File: config.mk
export PLATFORM = sky130hd
export DESIGN_NAME = pcd_top
export DESIGN_NICKNAME = d
export VERILOG_FILES = /design/src/shared/pcd_pkg.sv /design/src/hw/pcd_sync.sv /design/src/hw/pcd_hist_mem.sv /design/src/hw/pcd_top.sv
export SDC_FILE = /design/constraint.sdc
export NUM_CORES = 2
export LEC_CHECK = 0
export BUFFER_PORTS_ARGS = -buffer_cell sky130_fd_sc_hd__clkbuf_2
export CELL_PAD_IN_SITES_DETAIL_PLACEMENT = 0
export CELL_PAD_IN_SITES_GLOBAL_PLACEMENT = 1
export CORE_ASPECT_RATIO = 0.75
export CORE_UTILIZATION = 49
export CTS_BUF_LIST = sky130_fd_sc_hd__clkbuf_16
export CTS_CLUSTER_DIAMETER = 150
export DETAILED_ROUTE_END_ITERATION = 6
export GPL_TIMING_DRIVEN = 0
export HOLD_SLACK_MARGIN = 0.12
export PLACE_DENSITY = 0.83
export REMOVE_ABC_BUFFERS = 1
export SYNTH_ARGS = -nofsm -noshare
export SYNTH_HDL_FRONTEND = slang
export SYNTH_SLANG_ARGS = --single-unit
File: constraint.sdc
create_clock -name aclk -period 69.8 [get_ports aclk]
set_input_delay 10.47 -clock aclk [delete_from_list [all_inputs] [get_ports aclk]]
set_output_delay 10.47 -clock aclk [all_outputs]
set_load 0.05 [all_outputs]
File: src/shared/pcd_pkg.sv
package pcd_pkg;
  localparam int unsigned CLK_NS = 40;
  localparam int unsigned INT_PULSE_NS = 1000;
  localparam int unsigned INT_PULSE_CYC = (INT_PULSE_NS / CLK_NS) < 1 ? 1 : (INT_PULSE_NS / CLK_NS);
  localparam int unsigned PW = 10;
  localparam int unsigned HIST_DEPTH = 12;
  localparam int unsigned ADDR_W = 8;
  localparam logic [7:0] SLOPE_SCALE_SH = 8'h07;
  localparam logic [15:0] T_MAX = 16'hffff;
  localparam logic [4:0] FRAME_EDGES = 5'h10;
  localparam logic [7:0] A_CTRL = 8'h00;
  localparam logic [7:0] A_PERIOD = 8'h04;
  localparam logic [7:0] A_FIX_HI = 8'h08;
  localparam logic [7:0] A_FIX_LO = 8'h0c;
  localparam logic [7:0] A_DEB = 8'h10;
  localparam logic [7:0] A_MIN = 8'h14;
  localparam logic [7:0] A_REL_HI = 8'h18;
  localparam logic [7:0] A_REL_LO = 8'h1c;
  localparam logic [7:0] A_SLOPE_HI = 8'h20;
  localparam logic [7:0] A_SLOPE_LO = 8'h24;
  localparam logic [7:0] A_STATUS = 8'h28;
  localparam logic [7:0] A_CMD = 8'h2c;
  localparam logic [7:0] A_SAMPLE = 8'h30;
  localparam logic [7:0] A_INDEX = 8'h34;
  localparam logic [7:0] A_HIST0 = 8'h40;
  localparam int unsigned CTRL_FIX_EN = 0;
  localparam int unsigned CTRL_REL_EN = 1;
  localparam int unsigned CTRL_RATE_EN = 2;
  localparam int unsigned CTRL_PSW_EN = 3;
  localparam int unsigned ST_SUMMARY = 0;
  localparam int unsigned ST_FIX = 1;
  localparam int unsigned ST_REL = 2;
  localparam int unsigned ST_RATE = 3;
  localparam int unsigned CMD_ACK = 0;
  localparam logic [3:0] CTRL_RST = 4'h0;
  localparam logic [15:0] PERIOD_RST = 16'h03e8;
  localparam logic [7:0] DEB_RST = 8'h03;
  localparam logic [7:0] MIN_RST = 8'h02;
  localparam logic [15:0] FIX_RST = 16'h0200;
  localparam logic [15:0] REL_RST = 16'h0010;
  localparam logic [15:0] SLOPE_RST = 16'h0100;
  localparam logic [1:0] RESP_OKAY = 2'h0;
  localparam logic [1:0] RESP_SLVERR = 2'h2;
  typedef enum logic [1:0] {PS_IDLE = 2'b00, PS_NOTIFY = 2'b01, PS_ACTIVE = 2'b10} pcd_pstate_e;
  typedef enum logic [1:0] {RD_IDLE = 2'b00, RD_ADDR = 2'b01, RD_DATA = 2'b10, RD_RESP = 2'b11} pcd_rd_e;
endpackage

File: src/hw/pcd_sync.sv
`timescale 1ns/100ps
module pcd_sync #(
  parameter int unsigned W = 3,
  parameter logic [W-1:0] RST = '1
) (
  input wire logic aclk,
  input wire logic aresetn,
  input wire logic [W-1:0] d,
  output logic [W-1:0] q
);
  typedef struct packed {
    logic [W-1:0] s1;
    logic [W-1:0] s2;
  } pcd_sync_s;
  pcd_sync_s st_q;
  pcd_sync_s st_d;
  always_comb
  begin
    st_d.s1 = d;
    st_d.s2 = st_q.s1;
  end
  always_ff @(posedge aclk)
  begin
    if (!aresetn)
      st_q <= '{s1: RST, s2: RST};
    else
      st_q <= st_d;
  end
  assign q = st_q.s2;
endmodule

File: src/hw/pcd_hist_mem.sv
`timescale 1ns/100ps
module pcd_hist_mem #(
  parameter int unsigned DW = 10,
  parameter int unsigned DEPTH = 12,
  parameter int unsigned AW = 4
) (
  input wire logic aclk,
  input wire logic aresetn,
  input wire logic we,
  input wire logic [AW-1:0] waddr,
  input wire logic [DW-1:0] wdata,
  input wire logic [AW-1:0] raddr,
  output logic [DW-1:0] rdata
);
  typedef struct packed {
    logic [DEPTH-1:0][DW-1:0] mem;
    logic [DW-1:0] rd;
  } pcd_mem_s;
  pcd_mem_s st_q;
  pcd_mem_s st_d;
  always_comb
  begin
    st_d = st_q;
    if (we && (waddr < AW'(DEPTH)))
      st_d.mem[waddr] = wdata;
    // unwritten slots read zero, out of range reads zero
    st_d.rd = (raddr < AW'(DEPTH)) ? st_q.mem[raddr] : '0;
  end
  always_ff @(posedge aclk)
  begin
    if (!aresetn)
      st_q <= '0;
    else
      st_q <= st_d;
  end
  assign rdata = st_q.rd;
endmodule

File: src/hw/pcd_top.sv
`timescale 1ns/100ps
module pcd_top (
  input wire logic aclk,
  input wire logic aresetn,
  input wire logic [pcd_pkg::ADDR_W-1:0] s_axi_awaddr,
  input wire logic s_axi_awvalid,
  output logic s_axi_awready,
  input wire logic [31:0] s_axi_wdata,
  input wire logic [3:0] s_axi_wstrb,
  input wire logic s_axi_wvalid,
  output logic s_axi_wready,
  output logic [1:0] s_axi_bresp,
  output logic s_axi_bvalid,
  input wire logic s_axi_bready,
  input wire logic [pcd_pkg::ADDR_W-1:0] s_axi_araddr,
  input wire logic s_axi_arvalid,
  output logic s_axi_arready,
  output logic [31:0] s_axi_rdata,
  output logic [1:0] s_axi_rresp,
  output logic s_axi_rvalid,
  input wire logic s_axi_rready,
  input wire logic [pcd_pkg::PW-1:0] pressure_in,
  input wire logic wake_n,
  input wire logic spi_cs_n,
  input wire logic spi_sclk,
  output logic serial_enable,
  output logic power_switch_enable_pin,
  output logic int_pin
);
  import pcd_pkg::*;
  localparam int unsigned CW = 8;

  typedef struct packed {
    logic [ADDR_W-1:0] awaddr;
    logic aw_have;
    logic [31:0] wdata;
    logic [3:0] wstrb;
    logic w_have;
    logic awready;
    logic wready;
    logic bvalid;
    logic [1:0] bresp;
    logic arready;
    pcd_rd_e rd_ph;
    logic [ADDR_W-1:0] araddr;
    logic rvalid;
    logic [31:0] rdata;
    logic [1:0] rresp;
    logic [3:0] ctrl;
    logic [15:0] period;
    logic [15:0] fix_lim;
    logic [7:0] deb_lim;
    logic [7:0] min_step;
    logic [15:0] rel_lim;
    logic [15:0] slope_lim;
    logic ack;
    logic [3:0] flags;
    pcd_pstate_e pst;
    logic [15:0] tmr;
    logic det_go;
    logic [PW-1:0] cur;
    logic [PW-1:0] prev;
    logic have_prev;
    logic [CW-1:0] cnt_fix;
    logic [CW-1:0] cnt_rise;
    logic [CW-1:0] cnt_rel;
    logic [CW-1:0] cnt_rate;
    logic [PW-1:0] ref_rel;
    logic [PW-1:0] ref_rate;
    logic [15:0] t_rise;
    logic [3:0] widx;
    logic [7:0] pulse_cnt;
    logic int_pin;
    logic psw;
    logic se;
    logic sclk_prev;
    logic cs_prev;
    logic [4:0] edges;
    logic frame_seen;
  } pcd_top_s;

  pcd_top_s st_q;
  pcd_top_s st_d;
  logic [2:0] pins_s;
  logic wake_s;
  logic cs_s;
  logic sclk_s;
  logic [PW-1:0] hist_rd;
  logic [3:0] hist_ridx;
  logic above_fix;
  logic rising;
  logic [3:0] raise;
  logic [23:0] slope_val;

  function automatic logic [CW-1:0] sat_step(input logic [CW-1:0] c, input logic up);
    if (up)
      sat_step = (c == '1) ? c : c + 1'b1;
    else
      sat_step = (c == '0) ? c : c - 1'b1;
  endfunction

  function automatic logic [PW-1:0] rise_of(input logic [PW-1:0] a, input logic [PW-1:0] b);
    rise_of = (a > b) ? a - b : '0;
  endfunction

  function automatic logic [15:0] wmerge(input logic [15:0] old, input logic [31:0] d, input logic [3:0] s);
    wmerge = {s[1] ? d[15:8] : old[15:8], s[0] ? d[7:0] : old[7:0]};
  endfunction

  pcd_sync #(.W(3), .RST(3'b111)) u_sync (
    .aclk(aclk),
    .aresetn(aresetn),
    .d({wake_n, spi_cs_n, spi_sclk}),
    .q(pins_s)
  );
  assign wake_s = pins_s[2];
  assign cs_s = pins_s[1];
  assign sclk_s = pins_s[0];

  assign hist_ridx = 4'((st_q.araddr - A_HIST0) >> 2);
  pcd_hist_mem #(.DW(PW), .DEPTH(HIST_DEPTH), .AW(4)) u_hist (
    .aclk(aclk),
    .aresetn(aresetn),
    .we(st_q.det_go),
    .waddr(st_q.widx),
    .wdata(st_q.cur),
    .raddr(hist_ridx),
    .rdata(hist_rd)
  );

  always_comb
  begin
    st_d = st_q;
    raise = '0;
    // step compare done at 17 bits so a large step cannot wrap
    above_fix = {6'h00, st_q.cur} > st_q.fix_lim;
    rising = st_q.have_prev && ({7'h00, st_q.cur} > {7'h00, st_q.prev} + {9'h000, st_q.min_step});
    slope_val = 24'({14'h0000, rise_of(st_q.cur, st_q.ref_rate)} << SLOPE_SCALE_SH) / 24'({1'b0, st_q.t_rise} + 17'h1);

    // register bus: write side, address and data in either order
    if (s_axi_awvalid && st_q.awready)
    begin
      st_d.awaddr = s_axi_awaddr;
      st_d.aw_have = 1'b1;
    end
    if (s_axi_wvalid && st_q.wready)
    begin
      st_d.wdata = s_axi_wdata;
      st_d.wstrb = s_axi_wstrb;
      st_d.w_have = 1'b1;
    end
    if (st_q.bvalid && s_axi_bready)
      st_d.bvalid = 1'b0;
    st_d.ack = 1'b0;
    if (st_q.aw_have && st_q.w_have && !st_q.bvalid)
    begin
      st_d.aw_have = 1'b0;
      st_d.w_have = 1'b0;
      st_d.bvalid = 1'b1;
      st_d.bresp = RESP_OKAY;
      unique case (st_q.awaddr)
        A_CTRL: st_d.ctrl = st_q.wstrb[0] ? st_q.wdata[3:0] : st_q.ctrl;
        A_PERIOD: st_d.period = wmerge(st_q.period, st_q.wdata, st_q.wstrb);
        A_FIX_HI: st_d.fix_lim[15:8] = st_q.wstrb[0] ? st_q.wdata[7:0] : st_q.fix_lim[15:8];
        A_FIX_LO: st_d.fix_lim[7:0] = st_q.wstrb[0] ? st_q.wdata[7:0] : st_q.fix_lim[7:0];
        A_DEB: st_d.deb_lim = st_q.wstrb[0] ? st_q.wdata[7:0] : st_q.deb_lim;
        A_MIN: st_d.min_step = st_q.wstrb[0] ? st_q.wdata[7:0] : st_q.min_step;
        A_REL_HI: st_d.rel_lim[15:8] = st_q.wstrb[0] ? st_q.wdata[7:0] : st_q.rel_lim[15:8];
        A_REL_LO: st_d.rel_lim[7:0] = st_q.wstrb[0] ? st_q.wdata[7:0] : st_q.rel_lim[7:0];
        A_SLOPE_HI: st_d.slope_lim[15:8] = st_q.wstrb[0] ? st_q.wdata[7:0] : st_q.slope_lim[15:8];
        A_SLOPE_LO: st_d.slope_lim[7:0] = st_q.wstrb[0] ? st_q.wdata[7:0] : st_q.slope_lim[7:0];
        A_CMD: st_d.ack = st_q.wstrb[0] && st_q.wdata[CMD_ACK];
        A_STATUS, A_SAMPLE, A_INDEX: st_d.bresp = RESP_OKAY;
        default: st_d.bresp = RESP_SLVERR;
      endcase
    end
    st_d.awready = !st_d.aw_have;
    st_d.wready = !st_d.w_have;

    // read side: fixed latency so history words come out of the memory register
    unique case (st_q.rd_ph)
      RD_IDLE:
        if (s_axi_arvalid && st_q.arready)
        begin
          st_d.araddr = s_axi_araddr;
          st_d.rd_ph = RD_ADDR;
        end
      RD_ADDR: st_d.rd_ph = RD_DATA;
      RD_DATA:
      begin
        st_d.rd_ph = RD_RESP;
        st_d.rvalid = 1'b1;
        st_d.rresp = RESP_OKAY;
        st_d.rdata = '0;
        if (st_q.araddr >= A_HIST0 && st_q.araddr < A_HIST0 + 8'(4 * HIST_DEPTH) && st_q.araddr[1:0] == 2'h0)
          st_d.rdata = {22'h000000, hist_rd};
        else
          unique case (st_q.araddr)
            A_CTRL: st_d.rdata = {28'h0000000, st_q.ctrl};
            A_PERIOD: st_d.rdata = {16'h0000, st_q.period};
            A_FIX_HI: st_d.rdata = {24'h000000, st_q.fix_lim[15:8]};
            A_FIX_LO: st_d.rdata = {24'h000000, st_q.fix_lim[7:0]};
            A_DEB: st_d.rdata = {24'h000000, st_q.deb_lim};
            A_MIN: st_d.rdata = {24'h000000, st_q.min_step};
            A_REL_HI: st_d.rdata = {24'h000000, st_q.rel_lim[15:8]};
            A_REL_LO: st_d.rdata = {24'h000000, st_q.rel_lim[7:0]};
            A_SLOPE_HI: st_d.rdata = {24'h000000, st_q.slope_lim[15:8]};
            A_SLOPE_LO: st_d.rdata = {24'h000000, st_q.slope_lim[7:0]};
            A_STATUS: st_d.rdata = {28'h0000000, st_q.flags};
            A_CMD: st_d.rdata = '0;
            A_SAMPLE: st_d.rdata = {22'h000000, st_q.cur};
            A_INDEX: st_d.rdata = {28'h0000000, st_q.widx};
            default: st_d.rresp = RESP_SLVERR;
          endcase
      end
      RD_RESP:
        if (s_axi_rready)
        begin
          st_d.rvalid = 1'b0;
          st_d.rd_ph = RD_IDLE;
        end
    endcase
    st_d.arready = (st_d.rd_ph == RD_IDLE);

    // periodic sampling
    if (st_q.tmr >= st_q.period)
    begin
      st_d.tmr = '0;
      st_d.cur = pressure_in;
      st_d.prev = st_q.cur;
      st_d.det_go = 1'b1;
    end
    else
    begin
      st_d.tmr = st_q.tmr + 16'h0001;
      st_d.det_go = 1'b0;
    end

    // detectors, one cycle after the sample is taken
    if (st_q.det_go)
    begin
      st_d.widx = (st_q.widx == 4'(HIST_DEPTH - 1)) ? 4'h0 : st_q.widx + 4'h1;
      // prev only valid from the second sample on
      st_d.have_prev = 1'b1;
      if (st_q.ctrl[CTRL_FIX_EN])
      begin
        st_d.cnt_fix = sat_step(st_q.cnt_fix, above_fix);
        raise[ST_FIX] = st_d.cnt_fix > st_q.deb_lim;
      end
      else
        st_d.cnt_fix = '0;
      if (st_q.ctrl[CTRL_REL_EN])
      begin
        st_d.cnt_rise = sat_step(st_q.cnt_rise, rising);
        st_d.cnt_rel = sat_step(st_q.cnt_rel, (st_d.cnt_rise != '0)
          && ({6'h00, rise_of(st_q.cur, st_q.ref_rel)} > st_q.rel_lim));
        raise[ST_REL] = st_d.cnt_rel > st_q.deb_lim;
        if (st_d.cnt_rise == '0 && st_d.cnt_rel == '0)
          st_d.ref_rel = st_q.cur;
      end
      else
      begin
        st_d.cnt_rise = '0;
        st_d.cnt_rel = '0;
        st_d.ref_rel = st_q.cur;
      end
      if (st_q.ctrl[CTRL_RATE_EN])
      begin
        st_d.cnt_rate = sat_step(st_q.cnt_rate, rising);
        st_d.t_rise = (st_d.cnt_rate != '0) ? st_q.t_rise + 16'h0001 : '0;
        // restart rather than let t wrap and corrupt the slope
        if (st_q.t_rise == T_MAX)
        begin
          st_d.cnt_rate = '0;
          st_d.t_rise = '0;
        end
        raise[ST_RATE] = (st_d.cnt_rate > st_q.deb_lim) && (slope_val > {8'h00, st_q.slope_lim});
        if (st_d.cnt_rate == '0)
          st_d.ref_rate = st_q.cur;
      end
      else
      begin
        st_d.cnt_rate = '0;
        st_d.t_rise = '0;
        st_d.ref_rate = st_q.cur;
      end
      raise[ST_SUMMARY] = |raise[3:1];
    end
    // a raise in the ack cycle survives the clear
    st_d.flags = (st_q.ack ? 4'h0 : st_q.flags) | raise;

    // link activity: a frame counts once cs rises after exactly one word of clocks
    st_d.sclk_prev = sclk_s;
    st_d.cs_prev = cs_s;
    if (!cs_s && sclk_s && !st_q.sclk_prev && st_q.edges != '1)
      st_d.edges = st_q.edges + 5'h01;
    if (cs_s && !st_q.cs_prev)
    begin
      st_d.edges = '0;
      if (st_q.edges == FRAME_EDGES && st_q.pst != PS_IDLE)
        st_d.frame_seen = 1'b1;
    end

    // power state
    unique case (st_q.pst)
      PS_IDLE:
      begin
        st_d.frame_seen = 1'b0;
        if (raise[ST_SUMMARY])
        begin
          st_d.pst = PS_NOTIFY;
          st_d.int_pin = 1'b1;
          st_d.pulse_cnt = 8'(INT_PULSE_CYC - 1);
          st_d.psw = st_q.ctrl[CTRL_PSW_EN];
        end
        else if (!wake_s)
          st_d.pst = PS_ACTIVE;
      end
      PS_NOTIFY:
        if (st_q.pulse_cnt == 8'h00)
        begin
          st_d.int_pin = 1'b0;
          st_d.pst = PS_ACTIVE;
        end
        else
          st_d.pulse_cnt = st_q.pulse_cnt - 8'h01;
      PS_ACTIVE:
        if (st_q.frame_seen && cs_s && wake_s)
        begin
          st_d.pst = PS_IDLE;
          st_d.psw = 1'b0;
        end
      default: st_d.pst = PS_IDLE;
    endcase
    st_d.se = (st_d.pst != PS_IDLE);
  end

  always_ff @(posedge aclk)
  begin
    if (!aresetn)
    begin
      st_q <= '0;
      st_q.rd_ph <= RD_IDLE;
      st_q.pst <= PS_IDLE;
      st_q.ctrl <= CTRL_RST;
      st_q.period <= PERIOD_RST;
      st_q.fix_lim <= FIX_RST;
      st_q.deb_lim <= DEB_RST;
      st_q.min_step <= MIN_RST;
      st_q.rel_lim <= REL_RST;
      st_q.slope_lim <= SLOPE_RST;
      st_q.sclk_prev <= 1'b1;
      st_q.cs_prev <= 1'b1;
    end
    else
      st_q <= st_d;
  end

  assign s_axi_awready = st_q.awready;
  assign s_axi_wready = st_q.wready;
  assign s_axi_bvalid = st_q.bvalid;
  assign s_axi_bresp = st_q.bresp;
  assign s_axi_arready = st_q.arready;
  assign s_axi_rvalid = st_q.rvalid;
  assign s_axi_rdata = st_q.rdata;
  assign s_axi_rresp = st_q.rresp;
  assign serial_enable = st_q.se;
  assign power_switch_enable_pin = st_q.psw;
  assign int_pin = st_q.int_pin;
endmodule

Word level (Yosys, flattened, before mapping) --
Cells that the tools add are included.
Cells by class: add/subtract/negate cells 18, divide/modulo/power cells 1, $lt $le $gt $ge 17, equality and inequality tests 46, muxes and demuxes 76, bitwise logic cells 2, reduce and logical (&&, ||, !) cells 77
Operators with widths (count):
- $mux 8 | 26
- $pmux 16 s13 | 1
- $bwmux 120 | 1
- $eq 8x6->1 const B | 12
- $mux 10 | 9
- $logic_not 8->1 | 10
- $eq 8x5->1 const B | 8
- $mux 16 | 3
- $reduce_and 3->1 | 15
- $bmux 10 s4 | 1
- $demux 10 s4 | 1
- $sub 8x1->8 const B | 5
- $add 16x1->16 const B | 2
- $add 8x1->8 const B | 4
- $eq 8x4->1 const B | 4
- $eq 8x8->1 const B | 4
- $gt 10x16->1 | 2
- $mux 32 | 1
- $reduce_or 14->1 | 2
- $mux 26 | 1
- $div 17x24->24 | 1
- $gt 24x16->1 | 1
- $gt 8x8->1 | 3
- $logic_and 1x1->1 | 22
- 40 further kinds | 98
Storage, ports and cells: register bits 435, output and inout port bits 44, logic and storage cells 302

Longest topological paths before layout --
depth after elaboration 19, depth in mapped cells 298, mapped depth without buffers 278

Hierarchy --
Synthesis repeated with hierarchy kept, for this count alone.
Unflattened totals: cells, all modules 4869, area, all modules 37812.5 sq um
By module, submodules not included:
- pcd_top | times used 1, cells an instance 4153, area an instance 31401.4 sq um, sequential area each 5625.4 sq um
- pcd_hist_mem | times used 1, cells an instance 704, area an instance 6253.5 sq um, sequential area each 2602.5 sq um
- pcd_sync | times used 1, cells an instance 12, area an instance 157.7 sq um, sequential area each 120.1 sq um

Worst setup path before layout --
Ideal clock, no wire load.
path kind register -> register, from register st_q[23] (netlist name), to register st_q[18] (netlist name), arrival time 54.312 ns, data required time 69.685 ns, setup slack 15.372 ns, cell stages (with the launch flop) 273, path buffers 23, clock period less this slack 54.428 ns, path through dfxtp_1 > ha_1 > and4_1 > buf_2 > nand4_1 > mux2i_2 > a211oi_4 > and2_0 > clkbuf_1 > nand2_1 > nor3b_1 > ha_1 > nor4b_1 > nor2_1 > o21ai_0 > nor2_1 > ha_1 > nor2_1 > (+237 left out) > nand2b_1 > a2111oi_0 > o211ai_1 > nor4b_1 > ha_1 > nand4_1 > nor2_1 > a32oi_1 > nor3_1 > nor2_1 > o31a_1 > mux2i_1 > nor2_1 > nor4b_1 > nand2b_1 > nor4_1 > xnor2_1 > nor2_1
On the way: longest elaborated chain between the ends 12, elaborated cells between the ends (all ways) 15, classes of those cells 1 x add/sub; 1 x div; 2 x order compare; 2 x eq/ne; 6 x mux; 3 x reduce/logical
Ends and longest elaborated chain:
- start, declared | line pcd_top.sv:82 | pcd_top_s st_q;
- start signal, assigned | line pcd_top.sv:356 | st_q <= st_d;
- branches (longest 5 deep; another with $div 17x24->24)
- $logic_and 1x1->1 (*) | line pcd_top.sv:277 | raise[ST_RATE] = (st_d.cnt_rate > st_q.deb_lim) && (slope_val > {8'h00, st_q.slope_lim});
- $mux 1 (*) | line pcd_top.sv:267 | if (st_q.ctrl[CTRL_RATE_EN])
- $mux 1 (*) | line pcd_top.sv:240 | if (st_q.det_go)
- $reduce_or 3->1 (*) | line pcd_top.sv:287 | raise[ST_SUMMARY] = |raise[3:1];
- $mux 4 (*) | line pcd_top.sv:240
- $ne 2x2->1 (no line) (*)
- $reduce_and 3->1 (no line) (*)
Mark *: on every way between the ends. The select of a mux whose other input is x is not followed. A chain may end at the register's enable or synchronous reset.

Worst setup path after layout --
from register st_q[24] (netlist name), to register st_q[18] (netlist name)
The elaborated chain is that of the path after synthesis.

==> run metrics <==
outcome completed; die span in x around 330 um; number of warning messages in the yosys log 0; die extent in y approximately 240 um; CTS root buf sky130_fd_sc_hd__clkbuf_16; multiplexer share of the synthesized area 0.0926; antenna violations before repair 2; required time at the endpoint of the critical path around 70 ns; Port Buffers 79; layout-stage area growth over the synthesis result 7.48%; # rows 88; average cell area after synthesis around 7.8 um2; register bit count reported by yosys about 420; fillers ~7400; total non-filler cell area in the finished layout 0.0412 mm2; die area between 0.07 and 0.08 mm2; count of buffer and inverter cells on the critical path 18; count of TritonRoute iterations in the first routing pass 6; clock slew at reported path FFs about 0.070 ns; fraction of the cycle the final worst path needs 0.929; clk buf depth 3; post-route ant nets 0; vias after detailed routing between 30000 and 40000; Final Hold Viols 0; Clock Latency Late Sink 0.58 ns; cells after synthesis just under 5000; via density per instance 5.99; total detailed-routing wirelength about 110000 um; final antenna diode count 0; Most Frequent Cell on Critical Path sky130_fd_sc_hd__o21ai_0; asr flop ratio synth 0; Least-Margin Pin Slew between 1 and 1.5 ns; DRC violations left 0; critical path class flop to flop; crit-path max cell delay 0.80 ns; starting density of the core 0.497; via count of the first global-routing pass 32317; fmax roughly 15 MHz; H-tree level count 2; Synth Cell Area between 0.03 and 0.04 mm2; Seq/Total Area, Yosys 0.218; largest family of logic cells by synthesized area simple AND/OR/NAND/NOR gates; # setup viols final 0; kind of cell adding the most delay to the critical path compound AO/OA/AOI/OAI gates; DP Wirelength 86000 um; CP arrival approximately 65 ns; critical path capture point type flop; All-Layer GR Usage 0.277; synthesized-area fraction occupied by adder cells 0.133; worst-path fanout max 20; number of synthesized flops with an enable pin 0; clock tree from TritonCTS built; total I/O pin count roughly 120; Max Slew Vio Count 0; # nets final approximately 5300; crit path max-delay cell type sky130_fd_sc_hd__dfxtp_1; global-route wire length before repair approximately 180000 um; startpoint class of the critical path flop; pin count of the biggest net entering global routing 186; Placer Congestion just over 0.9; total congestion overflow after global routing 0; post-route clock skew roughly 0.034 ns; number of buffers added by the clock tree synthesis step 39; XOR/XNOR share of the synthesized area 0.0504; min cycle time layout 64.82 ns; floorplan core area slightly below 0.08 mm2; total number of clock tree sinks approximately 420; number of maximum-capacitance violations 0; area share of and/or/nand/nor cells after synthesis 0.229; number of distinct library cell variants in the gate-level netlist after synthesis 111; relative slew slack 0.0730; Hold Buf Count CTS 0; most used flip-flop cell after synthesis sky130_fd_sc_hd__dfxtp_1; initial DRC count between 3000 and 4000; average routed wire per standard cell around 19 um; Hold Path Class flop to flop; Synth Area in Compound Gates 0.227; Post-DP Area slightly below 0.04 mm2; fraction of layout instances using a drive strength above 1 0.0895
## per-stage QoR
step / hold slack, ns / util / setup TNS, ns / cells / setup WS, ns
after floorplan: 0.386 / - / 0 / 4674 / 12.15
after global placement: 0.391 / 0.506 / -92.07 / 5788 / -6.74
after detailed placement: 0.396 / 0.513 / -14.37 / 5812 / -1.58
after CTS: 0.401 / 0.530 / 0 / 5887 / 0.388
after global routing: 0.409 / 0.534 / -0.0253 / 5909 / -0.0253
final: 0.401 / 0.534 / 0 / 5909 / 4.98
## layer usage
metal | vias to the layer above | share of wire | track usage
li1 | 17533 | - | -
met1 | 16651 | 0.50 | 0.427
met2 | 1072 | 0.41 | 0.410
met3 | 121 | 0.075 | 0.0395
met4 | 2 | 0.014 | 0.0423
met5 | - | 0.00017 | 0
## what timing repair did
item                                    in CTS  in global routing
endpoints found under the setup margin      15                 15
setup buffers                                4                 18
cloned                                       0                  1
pin swaps                                    2                  4
gates resized for setup                      2                 31
## area by class of cell
type	count	area (um2)	share of cell area
clock buffers	39	976	0.0237
well taps	1035	1290	0.0314
multi-input cells	4019	28400	0.688
repair buffers	128	1010	0.0245
clock inverters	32	298	0.00722
inverters	238	921	0.0223
flip-flops and latches	417	8350	0.203
repair inverters	1	5.00	0.000121
## synth_stat cells (all sizes together) (144+ instances only)
cell | n | share of area
xnor2 | 144 | 0.033
inv | 233 | 0.023
dfxtp | 417 | 0.22
o21ai | 221 | 0.029
clkbuf | 169 | 0.017
a21oi | 244 | 0.032
ha | 402 | 0.13
nor2b | 191 | 0.031
nand2 | 610 | 0.060
nor2 | 328 | 0.032
mux2i | 172 | 0.045
a21boi | 199 | 0.039
## flip-flops by register name (all words and copies together) (netlist names), 3 cells and up
signal	cells
st_q	255
u_sync.q	3
s_axi_rdata	16
u_hist.rdata	10
u_sync.st_d	3
u_hist.st_q	120
## logic make-up (layout without fill, tap and decap cells)
family | count (synthesis) | after routing
AOI/OAI and AO/OA | 1275 | 1275
xor gates and xnor gates | 220 | 220
adders and majority gates | 405 | 405
buffers and inverters | 479 | 438
DFF | 417 | 417
muxes | 301 | 301
other | 1 | 24
and+or+nand+nor | 1794 | 1794
## worst paths after layout
path / endpoint / slack (ns) / depth (start not counted) / from
worst max-delay path: st_q[18]$_SDFFE_PN0P_ / 4.98 / 262 / st_q[24]$_SDFFE_PN0P_
worst min register to register: u_sync.q[1]$_SDFF_PN1_ / 0.40 / 1 / u_sync.st_d[1]$_SDFF_PN1_
worst max register to register: st_q[18]$_SDFFE_PN0P_ / 4.98 / 262 / st_q[24]$_SDFFE_PN0P_
worst min-delay path: u_sync.q[1]$_SDFF_PN1_ / 0.40 / 1 / u_sync.st_d[1]$_SDFF_PN1_
## cells in the final DEF, fill, tap and decap left out, types with 92 or more instances in the layout
master                     netlist  layout
sky130_fd_sc_hd__nand2_1       608     607
sky130_fd_sc_hd__dfxtp_1       417     412
sky130_fd_sc_hd__ha_1          402     401
sky130_fd_sc_hd__nor2_1        328     324
sky130_fd_sc_hd__a21oi_1       244     243
sky130_fd_sc_hd__inv_1         226     230
sky130_fd_sc_hd__o21ai_0       211     210
sky130_fd_sc_hd__a21boi_0      198     198
sky130_fd_sc_hd__nor2b_1       191     191
sky130_fd_sc_hd__mux2i_1       170     170
sky130_fd_sc_hd__xnor2_1       144     137
sky130_fd_sc_hd__nand3_1       122     121
sky130_fd_sc_hd__nor3_1        122     119
sky130_fd_sc_hd__a21o_1        109     108
sky130_fd_sc_hd__o21a_1         94      94
sky130_fd_sc_hd__mux2_2         92      92
Power is left out: the tool's default activity adds up to more than one toggle a clock period on the data nets, which glitch-free logic cannot reach.
